## src/oag_pkg.sv

```systemverilog
// package: constants and types for the operand address generator
package oag_pkg;
  localparam int ADDR_W = 16;
  localparam int DATA_W = 8;
  localparam logic [7:0] PAGE_ZERO = 8'h00;
  localparam logic [15:0] RESET_PC = 16'h0000;
  localparam logic [15:0] STEP_ONE = 16'h0001;
  localparam logic [15:0] STEP_TWO = 16'h0002;
  localparam logic [15:0] STEP_THREE = 16'h0003;
  // opcode high nibbles that select a mode
  localparam logic [3:0] HI_BTB = 4'h0;
  localparam logic [3:0] HI_BSC = 4'h1;
  localparam logic [3:0] HI_REL = 4'h2;
  localparam logic [3:0] HI_DIR_RMW = 4'h3;
  localparam logic [3:0] HI_INH_A = 4'h4;
  localparam logic [3:0] HI_INH_X = 4'h5;
  localparam logic [3:0] HI_IX1_RMW = 4'h6;
  localparam logic [3:0] HI_IX_RMW = 4'h7;
  localparam logic [3:0] HI_CTL_A = 4'h8;
  localparam logic [3:0] HI_CTL_B = 4'h9;
  localparam logic [3:0] HI_IMM = 4'ha;
  localparam logic [3:0] HI_DIR = 4'hb;
  localparam logic [3:0] HI_EXT = 4'hc;
  localparam logic [3:0] HI_IX2 = 4'hd;
  localparam logic [3:0] HI_IX1 = 4'he;
  localparam logic [3:0] HI_IX = 4'hf;

  typedef enum logic [3:0] {
    OAG_IMPLIED_OPERAND_MODE = 4'h0,
    OAG_LITERAL_OPERAND_MODE = 4'h1,
    OAG_DIRECT_MODE = 4'h2,
    OAG_FULL_ADDRESS_MODE = 4'h3,
    OAG_POINTER_MODE = 4'h4,
    OAG_POINTER_BYTE_OFFSET_MODE = 4'h5,
    OAG_POINTER_WORD_OFFSET_MODE = 4'h6,
    OAG_BRANCH_OFFSET_MODE = 4'h7,
    OAG_SINGLE_BIT_MODIFY_MODE = 4'h8,
    OAG_BIT_TEST_BRANCH_MODE = 4'h9
  } oag_mode_t;

  typedef enum logic [2:0] {
    OAG_IDLE = 3'h0,
    OAG_FETCH1 = 3'h1,
    OAG_FETCH2 = 3'h2,
    OAG_ACCESS = 3'h3,
    OAG_DONE = 3'h4
  } oag_state_t;

  // one instruction request from decode
  typedef struct packed {
    logic [7:0] opcode;
    logic [7:0] index;
    logic cond_true;
    logic bit_value;
  } oag_req_t;

  // one memory access toward the bus
  typedef struct packed {
    logic [15:0] addr;
    logic write;
    logic [7:0] wdata;
  } oag_mem_t;
endpackage : oag_pkg

```

## src/oag_top.sv

```systemverilog
// module: operand address generator with program counter update
`timescale 1ns/1ps
// How it works
// - form address, then read or write there, except in implied, literal and branch offset modes
// - implied mode: opcode only, one byte
// - literal: address pc plus one, pc+2
// - direct: zero high, operand low, pc+2
// - full address: high then low, pc+3
// - pointer: zero high, index low, pc+1
// - byte offset: index plus offset, carry high
// - word offset: index plus low, carry up
// - branch: pc+2 plus signed offset if taken
// - bit modify: bit from opcode, pc+2
// - bit modify reaches first page only
// - tested bit copied into carry flag
module oag_top (
  input wire logic sys_clk_i,
  input wire logic rst_n_i,
  input wire logic clk_en_i,
  input wire logic start_i,
  input wire oag_pkg::oag_req_t req_i,
  input wire logic [7:0] acc_i,
  input wire logic [7:0] rdata_i,
  output logic busy_o,
  output logic mem_req_o,
  output oag_pkg::oag_mem_t mem_o,
  output logic [15:0] pc_o,
  output logic [15:0] ea_o,
  output logic [7:0] operand_o,
  output logic operand_valid_o,
  output logic carry_o,
  output logic carry_we_o,
  output logic done_o
);
  // *****************************************
  // state
  // *****************************************
  typedef struct packed {
    oag_pkg::oag_state_t st;
    oag_pkg::oag_mode_t mode;
    logic [7:0] opcode;
    logic [7:0] index;
    logic cond;
    logic bitv;
    logic [1:0] need;
    logic [7:0] b1;
    logic [15:0] pc;
    logic [15:0] ea;
    logic [7:0] operand;
    logic opv;
    logic memreq;
    oag_pkg::oag_mem_t mem;
    logic carry;
    logic carry_we;
    logic done;
  } oag_regs_t;

  oag_regs_t r_q;
  oag_regs_t r_d;
  oag_pkg::oag_mode_t dec_mode;
  logic [1:0] dec_bytes;

  oag_mode_decode u_dec (
    .opcode_i(req_i.opcode),
    .mode_o(dec_mode),
    .operand_bytes_o(dec_bytes)
  );

  // sign-extend an 8-bit branch offset
  function automatic logic [15:0] oag_sext(input logic [7:0] b);
    oag_sext = {{8{b[7]}}, b};
  endfunction : oag_sext

  // *****************************************
  // next state
  // *****************************************
  always_comb begin
    logic [8:0] lsum;
    r_d = r_q;
    lsum = 9'h000;
    r_d.done = 1'b0;
    r_d.memreq = 1'b0;
    r_d.carry_we = 1'b0;
    unique case (r_q.st)
      oag_pkg::OAG_IDLE: begin
        r_d.opv = 1'b0;
        if (start_i) begin
          r_d.opcode = req_i.opcode;
          r_d.index = req_i.index;
          r_d.cond = req_i.cond_true;
          r_d.bitv = req_i.bit_value;
          r_d.mode = dec_mode;
          r_d.need = dec_bytes;
          if (dec_bytes == 2'd0) begin
            r_d.st = oag_pkg::OAG_ACCESS;
          end else begin
            r_d.st = oag_pkg::OAG_FETCH1;
            r_d.memreq = 1'b1;
            r_d.mem = '{addr: r_q.pc + oag_pkg::STEP_ONE, write: 1'b0, wdata: 8'h00};
          end
        end
      end
      oag_pkg::OAG_FETCH1: begin
        r_d.b1 = rdata_i;
        if (r_q.need == 2'd2) begin
          r_d.st = oag_pkg::OAG_FETCH2;
          r_d.memreq = 1'b1;
          r_d.mem = '{addr: r_q.pc + oag_pkg::STEP_TWO, write: 1'b0, wdata: 8'h00};
        end else begin
          r_d.st = oag_pkg::OAG_ACCESS;
        end
      end
      oag_pkg::OAG_FETCH2: begin
        r_d.st = oag_pkg::OAG_ACCESS;
        r_d.operand = rdata_i; // second operand byte parked
      end
      oag_pkg::OAG_ACCESS: begin
        r_d.st = oag_pkg::OAG_DONE;
        r_d.done = 1'b1;
        unique case (r_q.mode)
          oag_pkg::OAG_IMPLIED_OPERAND_MODE: begin
            r_d.ea = r_q.pc;
            r_d.pc = r_q.pc + oag_pkg::STEP_ONE;
          end
          oag_pkg::OAG_LITERAL_OPERAND_MODE: begin
            r_d.ea = r_q.pc + oag_pkg::STEP_ONE;
            r_d.operand = r_q.b1;
            r_d.opv = 1'b1;
            r_d.pc = r_q.pc + oag_pkg::STEP_TWO;
          end
          oag_pkg::OAG_DIRECT_MODE: begin
            r_d.ea = {oag_pkg::PAGE_ZERO, r_q.b1};
            r_d.pc = r_q.pc + oag_pkg::STEP_TWO;
          end
          oag_pkg::OAG_FULL_ADDRESS_MODE: begin
            r_d.ea = {r_q.b1, r_q.operand};
            r_d.pc = r_q.pc + oag_pkg::STEP_THREE;
          end
          oag_pkg::OAG_POINTER_MODE: begin
            r_d.ea = {oag_pkg::PAGE_ZERO, r_q.index};
            r_d.pc = r_q.pc + oag_pkg::STEP_ONE;
          end
          oag_pkg::OAG_POINTER_BYTE_OFFSET_MODE: begin
            lsum = {1'b0, r_q.index} + {1'b0, r_q.b1};
            r_d.ea = {7'h00, lsum};
            r_d.pc = r_q.pc + oag_pkg::STEP_TWO;
          end
          oag_pkg::OAG_POINTER_WORD_OFFSET_MODE: begin
            lsum = {1'b0, r_q.index} + {1'b0, r_q.operand};
            r_d.ea = {8'(r_q.b1 + {7'h00, lsum[8]}), lsum[7:0]};
            r_d.pc = r_q.pc + oag_pkg::STEP_THREE;
          end
          oag_pkg::OAG_BRANCH_OFFSET_MODE: begin
            r_d.ea = r_q.pc + oag_pkg::STEP_TWO + oag_sext(r_q.b1);
            r_d.pc = r_q.cond ? r_d.ea : r_q.pc + oag_pkg::STEP_TWO;
          end
          oag_pkg::OAG_SINGLE_BIT_MODIFY_MODE: begin
            r_d.ea = {oag_pkg::PAGE_ZERO, r_q.b1};
            r_d.pc = r_q.pc + oag_pkg::STEP_TWO;
          end
          oag_pkg::OAG_BIT_TEST_BRANCH_MODE: begin
            r_d.carry = r_q.bitv;
            r_d.carry_we = 1'b1;
            r_d.ea = {oag_pkg::PAGE_ZERO, r_q.b1};
            r_d.pc = r_q.cond ? r_q.pc + oag_pkg::STEP_THREE + oag_sext(r_q.operand)
                              : r_q.pc + oag_pkg::STEP_THREE;
          end
          default: r_d.pc = r_q.pc + oag_pkg::STEP_ONE;
        endcase
        if (r_q.mode != oag_pkg::OAG_IMPLIED_OPERAND_MODE && r_q.mode != oag_pkg::OAG_LITERAL_OPERAND_MODE
            && r_q.mode != oag_pkg::OAG_BRANCH_OFFSET_MODE) begin
          r_d.memreq = 1'b1;
          r_d.mem = '{addr: r_d.ea, write: (r_q.mode == oag_pkg::OAG_SINGLE_BIT_MODIFY_MODE), wdata: acc_i};
          if (r_q.mode == oag_pkg::OAG_SINGLE_BIT_MODIFY_MODE) begin
            r_d.mem.wdata = r_q.opcode[0] ? (acc_i & ~(8'h01 << r_q.opcode[3:1]))
                                          : (acc_i | (8'h01 << r_q.opcode[3:1]));
          end
        end
      end
      oag_pkg::OAG_DONE: begin
        r_d.st = oag_pkg::OAG_IDLE;
        if (r_q.memreq && !r_q.mem.write) begin
          r_d.operand = rdata_i;
          r_d.opv = 1'b1;
        end
      end
      default: r_d.st = oag_pkg::OAG_IDLE;
    endcase
  end

  // register stage, frozen by the clock enable
  always_ff @(posedge sys_clk_i) begin
    if (!rst_n_i) begin
      r_q <= '0;
      r_q.pc <= oag_pkg::RESET_PC;
    end else if (clk_en_i) begin
      r_q <= r_d;
    end
  end

  assign busy_o = (r_q.st != oag_pkg::OAG_IDLE);
  assign mem_req_o = r_q.memreq;
  assign mem_o = r_q.mem;
  assign pc_o = r_q.pc;
  assign ea_o = r_q.ea;
  assign operand_o = r_q.operand;
  assign operand_valid_o = r_q.opv;
  assign carry_o = r_q.carry;
  assign carry_we_o = r_q.carry_we;
  assign done_o = r_q.done;
endmodule : oag_top

```

## src/oag_mode_decode.sv

```systemverilog
// module: opcode to addressing mode and operand-byte count decoder
`timescale 1ns/1ps
module oag_mode_decode (
  input wire logic [7:0] opcode_i,
  output oag_pkg::oag_mode_t mode_o,
  output logic [1:0] operand_bytes_o
);
  always_comb begin
    mode_o = oag_pkg::OAG_IMPLIED_OPERAND_MODE;
    unique case (opcode_i[7:4])
      oag_pkg::HI_BTB: mode_o = oag_pkg::OAG_BIT_TEST_BRANCH_MODE;
      oag_pkg::HI_BSC: mode_o = oag_pkg::OAG_SINGLE_BIT_MODIFY_MODE;
      oag_pkg::HI_REL: mode_o = oag_pkg::OAG_BRANCH_OFFSET_MODE;
      oag_pkg::HI_DIR_RMW, oag_pkg::HI_DIR: mode_o = oag_pkg::OAG_DIRECT_MODE;
      oag_pkg::HI_INH_A, oag_pkg::HI_INH_X, oag_pkg::HI_CTL_A, oag_pkg::HI_CTL_B:
        mode_o = oag_pkg::OAG_IMPLIED_OPERAND_MODE;
      oag_pkg::HI_IX1_RMW, oag_pkg::HI_IX1: mode_o = oag_pkg::OAG_POINTER_BYTE_OFFSET_MODE;
      oag_pkg::HI_IX_RMW, oag_pkg::HI_IX: mode_o = oag_pkg::OAG_POINTER_MODE;
      oag_pkg::HI_IMM: mode_o = oag_pkg::OAG_LITERAL_OPERAND_MODE;
      oag_pkg::HI_EXT: mode_o = oag_pkg::OAG_FULL_ADDRESS_MODE;
      oag_pkg::HI_IX2: mode_o = oag_pkg::OAG_POINTER_WORD_OFFSET_MODE;
    endcase
  end

  // operand bytes after the opcode per mode
  always_comb begin
    operand_bytes_o = 2'd0;
    unique case (mode_o)
      oag_pkg::OAG_FULL_ADDRESS_MODE, oag_pkg::OAG_POINTER_WORD_OFFSET_MODE,
      oag_pkg::OAG_BIT_TEST_BRANCH_MODE: operand_bytes_o = 2'd2;
      oag_pkg::OAG_LITERAL_OPERAND_MODE, oag_pkg::OAG_DIRECT_MODE,
      oag_pkg::OAG_POINTER_BYTE_OFFSET_MODE, oag_pkg::OAG_BRANCH_OFFSET_MODE,
      oag_pkg::OAG_SINGLE_BIT_MODIFY_MODE: operand_bytes_o = 2'd1;
      default: operand_bytes_o = 2'd0;
    endcase
  end
endmodule : oag_mode_decode

```

## config.mk

```make
export PLATFORM = sky130hd
export DESIGN_NAME = oag_top
export DESIGN_NICKNAME = d
export VERILOG_FILES = /design/src/oag_pkg.sv /design/src/oag_top.sv /design/src/oag_mode_decode.sv
export SDC_FILE = /design/constraint.sdc
export NUM_CORES = 1
export LEC_CHECK = 0
export BUFFER_PORTS_ARGS = -buffer_cell sky130_fd_sc_hd__buf_2
export CORE_ASPECT_RATIO = 0.8
export CORE_UTILIZATION = 35
export DETAILED_ROUTE_END_ITERATION = 16
export PLACE_DENSITY = 0.51
export SLEW_MARGIN = 30
export SYNTH_ARGS = -nofsm -noshare
export SYNTH_HDL_FRONTEND = slang
export SYNTH_HIERARCHICAL = 1
export SYNTH_SLANG_ARGS = --single-unit
```

## constraint.sdc

```tcl
create_clock -name sys_clk_i -period 8.89 [get_ports sys_clk_i]
set_clock_uncertainty 0.2 [all_clocks]
set_input_delay 0 -clock sys_clk_i [delete_from_list [all_inputs] [get_ports sys_clk_i]]
set_output_delay 0 -clock sys_clk_i [all_outputs]
set_load 0.02 [all_outputs]
```

After elaboration in Yosys (flattened, before gate mapping):

Memories as Yosys holds them, arrays and structs flattened.
Index checks and enable logic that the tools add are counted.

* bits in registers: 105
* ROM bits: 96
* input bits: 38
* output and inout bits: 71
* logic and storage cells: 99
* memories kept: 2

Memory list
* (no name shown): words 16, bits a word 4, read ports 1, clocked after Yosys merged registers in 0, write ports 0, line oag_mode_decode.sv:10 `unique case (opcode_i[7:4])`
* (no name shown): words 16, bits a word 2, read ports 1, clocked after Yosys merged registers in 0, write ports 0, line oag_mode_decode.sv:28 `unique case (mode_o)`

* add/sub/neg operators: 8
* equal/unequal tests: 22
* shift-type cells: 1
* muxes and demuxes: 21
* bitwise logic cells: 3
* reductions and logical operators: 23

Operators with widths (number)
* $pmux 16 s8: 1
* $mux 26: 4
* $pmux 26 s3: 1
* $pmux 16 s4: 1
* $add 16x16->16: 2
* $add 16x2->16 const B: 2
* $mux 16: 2
* $mux 27: 1
* $pmux 8 s3: 1
* $add 8x8->9: 2
* $mux 9: 2
* $add 16x1->16 const B: 1
* $eq 4x3->1 const B: 4
* $mux 8: 2
* $pmux 3 s4: 1
* $reduce_bool 3->1: 4
* $ne 2x2->1 const B: 5
* $add 8x1->8: 1
* $and 8x8->8: 1
* $eq 4x2->1 const B: 2
* $eq 4x4->1 const B: 2
* $not 8->8: 1
* $or 8x8->8: 1
* $reduce_and 4->1: 2
* 24 further kinds: 32

Longest topological paths before layout:

* depth in word-level cells: 7
* gate-level depth with buffers: 18
* depth with buffers taken out: 18

By module:

Netlist, hierarchy kept.

Modules (own cells, without submodules)
* oag_top: instances 1, cells each 1242, area each 9530.4 sq um, seq. area each 2021.9 sq um
* oag_mode_decode: instances 1, cells each 26, area each 206.4 sq um, seq. area each 0.0 sq um

Worst setup path after synthesis:

OpenSTA, ideal clock, no wires.

* kind: register to register
* start: reg r_q, in the netlist pc_o[1]
* end: reg r_q, in the netlist pc_o[14]
* library setup time: 0.117 ns
* arrival: 3.102 ns
* required time: 8.573 ns
* slack: 5.471 ns
* stages on the path, launching flop included: 14
* path buffers: 0
* clock period less this slack: 3.419 ns
* cell sequence: dfxtp_1 -> inv_1 -> ha_1 -> a21oi_1 -> nor3_2 -> xor2_1 -> ha_1 -> a21o_1 -> o311a_1 -> o21a_1 -> o21ai_1 -> mux2i_1 -> o211ai_1 -> a32o_1

* longest elaborated chain between the ends: 4
* elaborated cells between the ends (all ways): 8
* classes of those cells: add/sub (5); mux (3)

RTL lines
* from (decl): line oag_top.sv:58 `oag_regs_t r_q;`
* from (signal assigned): line oag_top.sv:197 `r_q <= r_d;`
* $add 16x2->16 (on tied branches)
* $add 16x16->16 (on tied branches): line oag_top.sv:165, oag_top.sv:154
* $mux 16 (on tied branches): line oag_top.sv:165, oag_top.sv:155
* $pmux 16 s4 *: line oag_top.sv:120 `unique case (r_q.mode)`

Every way passes the cells marked *; elsewhere a longest branch is shown, timed or not.
A chain may end at the register's enable or synchronous reset.

Worst setup path after layout:

* start: reg r_q, in the netlist pc_o[2]
* end: reg r_q, in the netlist mem_o[20]

* longest elaborated chain between the ends: 5
* elaborated cells between the ends (all ways): 9
* classes of those cells: add/sub (3); mux (6)

RTL lines
* $add 16x2->16: line oag_top.sv:108, oag_top.sv:154
* $add 16x16->16: line oag_top.sv:154 `r_d.ea = r_q.pc + oag_pkg::STEP_TWO + oag_sext(r_q.b1);`
* $pmux 16 s8: line oag_top.sv:120
* $mux 26: line oag_top.sv:170 `if (r_q.mode != oag_pkg::OAG_IMPLIED_OPERAND_MODE && r_q.mode != oag_pkg::OAG_LITERAL_OPERAND_MODE`
* $pmux 26 s3 *: line oag_top.sv:84 `unique case (r_q.st)`

Every way passes the cells marked *; elsewhere a longest branch is shown, timed or not. The select of a mux whose other input is x is not followed.

==> reports/summary.txt <==
pin count of the biggest net entering global routing = 58
actual slew at the worst max-slew pin = 1.030 ns
pwr dens = 108.1 nW/um^2
Die Y = 151.2 microns
GRT Overall Usage = 0.2601
Max Freq = 214.8 MHz
area grow syn2layout = 8.777%
fin crit share = 0.5238
Post-Synthesis Cell Area = 9737 sq um
# rows = 54
Cells after DPL = 1603
CP max stage delay = 0.71 ns
layout cells sized above 1 = 0.1415
Stages on worst setup path = 13
Num CTS Buffers = 9
Residual DRC = 0
Crit Path Max Fanout = 14
First DRT Iteration DRCs = 1188
Std-Cell Core Area = 27300 sq um
start point of the critical path = pc_o[2]
Final nets = 1386
sequential fraction of the synthesis area = 0.2077
crit path time final = 4.656 ns
Seq pwr share = 0.437
Sequential Area = 2022 sq um
Via Count = 9709
Ant. Diodes = 0
CP Capture Point = mem_o[20]
CP top delay family = simple AND/OR/NAND/NOR gates
initial antenna violation count = 0
worst path buffer plus inverter count = 0
drt wl/cell = 22.50 microns
relative slew slack = 0.3072
Worst R2R Setup Slack = 4.23 ns
non-filler instance count after layout = 1657
Post-CTS Repair Setup Buffers = 0
Clock Tree Buf Depth = 2
vias in the first global route = 8753
First-pass DRT Iterations = 8
Post-synth EDFFs = 0
most common cell in the netlist = nand2_1
die width = 188.5 microns
Post-Synthesis Cells = 1268
Clk network pwr share = 0.351
Die ar. = 28500 sq um
number of max-cap violations = 0
dominant register cell in the synthesized netlist = dfxtp_1
Synth Net Count = 1366
HP Class = input port to flop
Leakage = 4.516 nW
top post-synthesis cells by area = dfxtp_1 21%, ha_1 7.2%, buf_4 5.9%
critical path class = flop to flop
starting density of the core = 0.3567
Slowest cell on crit path = dfxtp_1
CTS Root Cell = clkbuf_16
Final GP Congestion = 0.9829
R2R cell count = 13
detailed placement HPWL = 27.85 mm
flop and latch count out of synthesis = 101
share of flip-flops with an asynchronous set or reset = 0
Reg-to-Reg Start = pc_o[2]
first-pass GRT wire length = 55.56 mm
Yosys warning count = 6
post-route ant nets = 0
Gate power share = 0.212
Critical Path AT = 4.72 ns
GR Overflow Total = 0
clk slew on worst S/H paths = 0.08 ns
worst skew pair latency = 0.38 ns
setup TNS = 0 ns
worst path cell trace = ha_1 -> nand3_4 -> nor2_2 -> nand3_1 -> xnor2_1 -> ha_1 -> nand4_1 -> nor4b_1 -> a21oi_1 -> xnor2_1 -> a221oi_1 -> a211o_1 -> nand3_1
FF-to-FF End = mem_o[20]
status = finished, final reports clean
# IOs = 109
Distinct cells, synth = 92
P_int = 0.7636 mW
htree depth = 3
peak supply drop = 89.03 uV
final-report max-slew violation count = 0
CP required = 8.95 ns
Switching Fraction = 0.3333
RSZ-0062 raised after global routing = false
Post-synth top cells = 143 x nand2_1, 101 x dfxtp_1, 98 x a21oi_1, 80 x nor2_1, 77 x buf_4
multi-input logic area = 6704 sq um
CTS tree = built
final WL = 37.29 mm
Fillers = 2929
final number of hold-violating endpoints = 0
Sink Count = 101
crit start category = flop
vias per cell = 5.859
Final setup viols = 0
share of the synthesized area in the top cell type = 0.2077
number of I/O port buffers = 108
CP endpoint kind = flop
Synth area leader = dfxtp_1
syn_area_per_cell = 7.679 sq um
P_sw = 0.3818 mW
==> registers in the layout, indices dropped and copies added, names as in the netlist, 8 cells and up <==
signal,flops
operand_o,8
mem_o,25
r_q,31
pc_o,16
ea_o,16
==> metal layers <==
layer,global-route usage,vias to the layer above,share of wire
li1,-,4583,-
met1,0.3740,4587,0.46
met2,0.3664,477,0.41
met3,0.07831,62,0.11
met4,0.07903,0,0.024
met5,0,-,0
==> layout make-up <==
class,count,share of cell area
sequential,101,0.1909
clock inverter,5,0.004135
inverter,30,0.01063
timing repair buffer,158,0.09545
tap,364,0.04300
clock buffer,11,0.02292
multi-input combinational,988,0.6330
==> worst reg2reg max path: stages, from the launching register on <==
cell and delay (ns):
dfxtp_1 0.71, ha_1 0.39, nand3_4 0.16, nor2_2 0.41
nand3_1 0.15, xnor2_1 0.51, ha_1 0.24, nand4_1 0.15
nor4b_1 0.42, a21oi_1 0.24, xnor2_1 0.23, a221oi_1 0.47
a211o_1 0.19, nand3_1 0.07
==> power groups by stage <==
| stage | Clock, mW | Sequential (mW) | Combinational, mW |
|---|---|---|---|
| after CTS | 0.412 | 0.500 | 0.238 |
| after global placement | 0 | 0.510 | 0.223 |
| after detailed placement | 0 | 0.511 | 0.224 |
| after floorplan | 0 | 0.493 | 0.176 |
| final | 0.402 | 0.501 | 0.243 |
| after global routing | 0.430 | 0.503 | 0.264 |
==> layout by cell type (no fill, tap or decap), types with 19 or more instances in the layout <==
master and n:
xor2_1 37, ha_1 56, inv_1 30, a21oi_1 98, o21ai_0 67, xnor2_1 40, nor2b_1 36, nor2_1 78
nand3_1 27, nor3_1 19, a21boi_0 28, buf_2 108, mux2i_1 23, a22oi_1 24, nand2_1 143, dlygate4sd3_1 38
o211ai_1 20, dfxtp_1 101, nand2b_1 19
==> how the worst min path moves through the flow <==
| stage | startpoint | end | slack, ns | cells past startpoint |
|---|---|---|---|---|
| 4_1_cts | start_i | r_q[103] | 0.04 | 5 |
| 6_report | start_i | r_q[103] | 0.06 | 5 |
| 3_5_place_dp | req_i[9] | r_q[89] | 0.06 | 3 |
| 5_1_grt | start_i | r_q[103] | 0.1 | 5 |
| 3_3_place_gp | req_i[9] | r_q[89] | 0.06 | 3 |
| 2_1_floorplan | req_i[0] | r_q[80] | -0.06 | 2 |
==> through the flow <==
stage	util	power [mW]	hold WS [ns]	setup slack, ns	instance area (sq um)
after floorplan	-	0.6692	-0.05508	5.471	9737
after detailed placement	0.3632	0.7350	0.06194	4.382	9913
final	0.3880	1.145	0.06197	4.234	10590
after global routing	0.3880	1.197	0.09971	3.920	10590
after global placement	0.3629	0.7330	0.05940	4.376	9905
after CTS	0.3876	1.151	0.04237	4.342	10580
==> logic make-up (layout without fill, tap and decap cells) <==
kind of cell               after synthesis  count (layout)  share of synthesized area
xor gates and xnor gates                78              78                    0.07093
adders and majority gates               61              61                    0.08134
buffers and inverters                  179             204                     0.1068
DFF                                    101             101                     0.2077
AOI/OAI and AO/OA                      419             419                     0.2950
muxes                                   24              24                    0.02480
and+or+nand+nor                        406             406                     0.2134
==> repair_timing <==
action,4_1_cts,5_1_grt
hold buffers,38,0
gates resized for setup,0,0
hold endpoints to repair,50,0
setup endpoints to repair,0,0
Power figures use the tool's default switching activity.
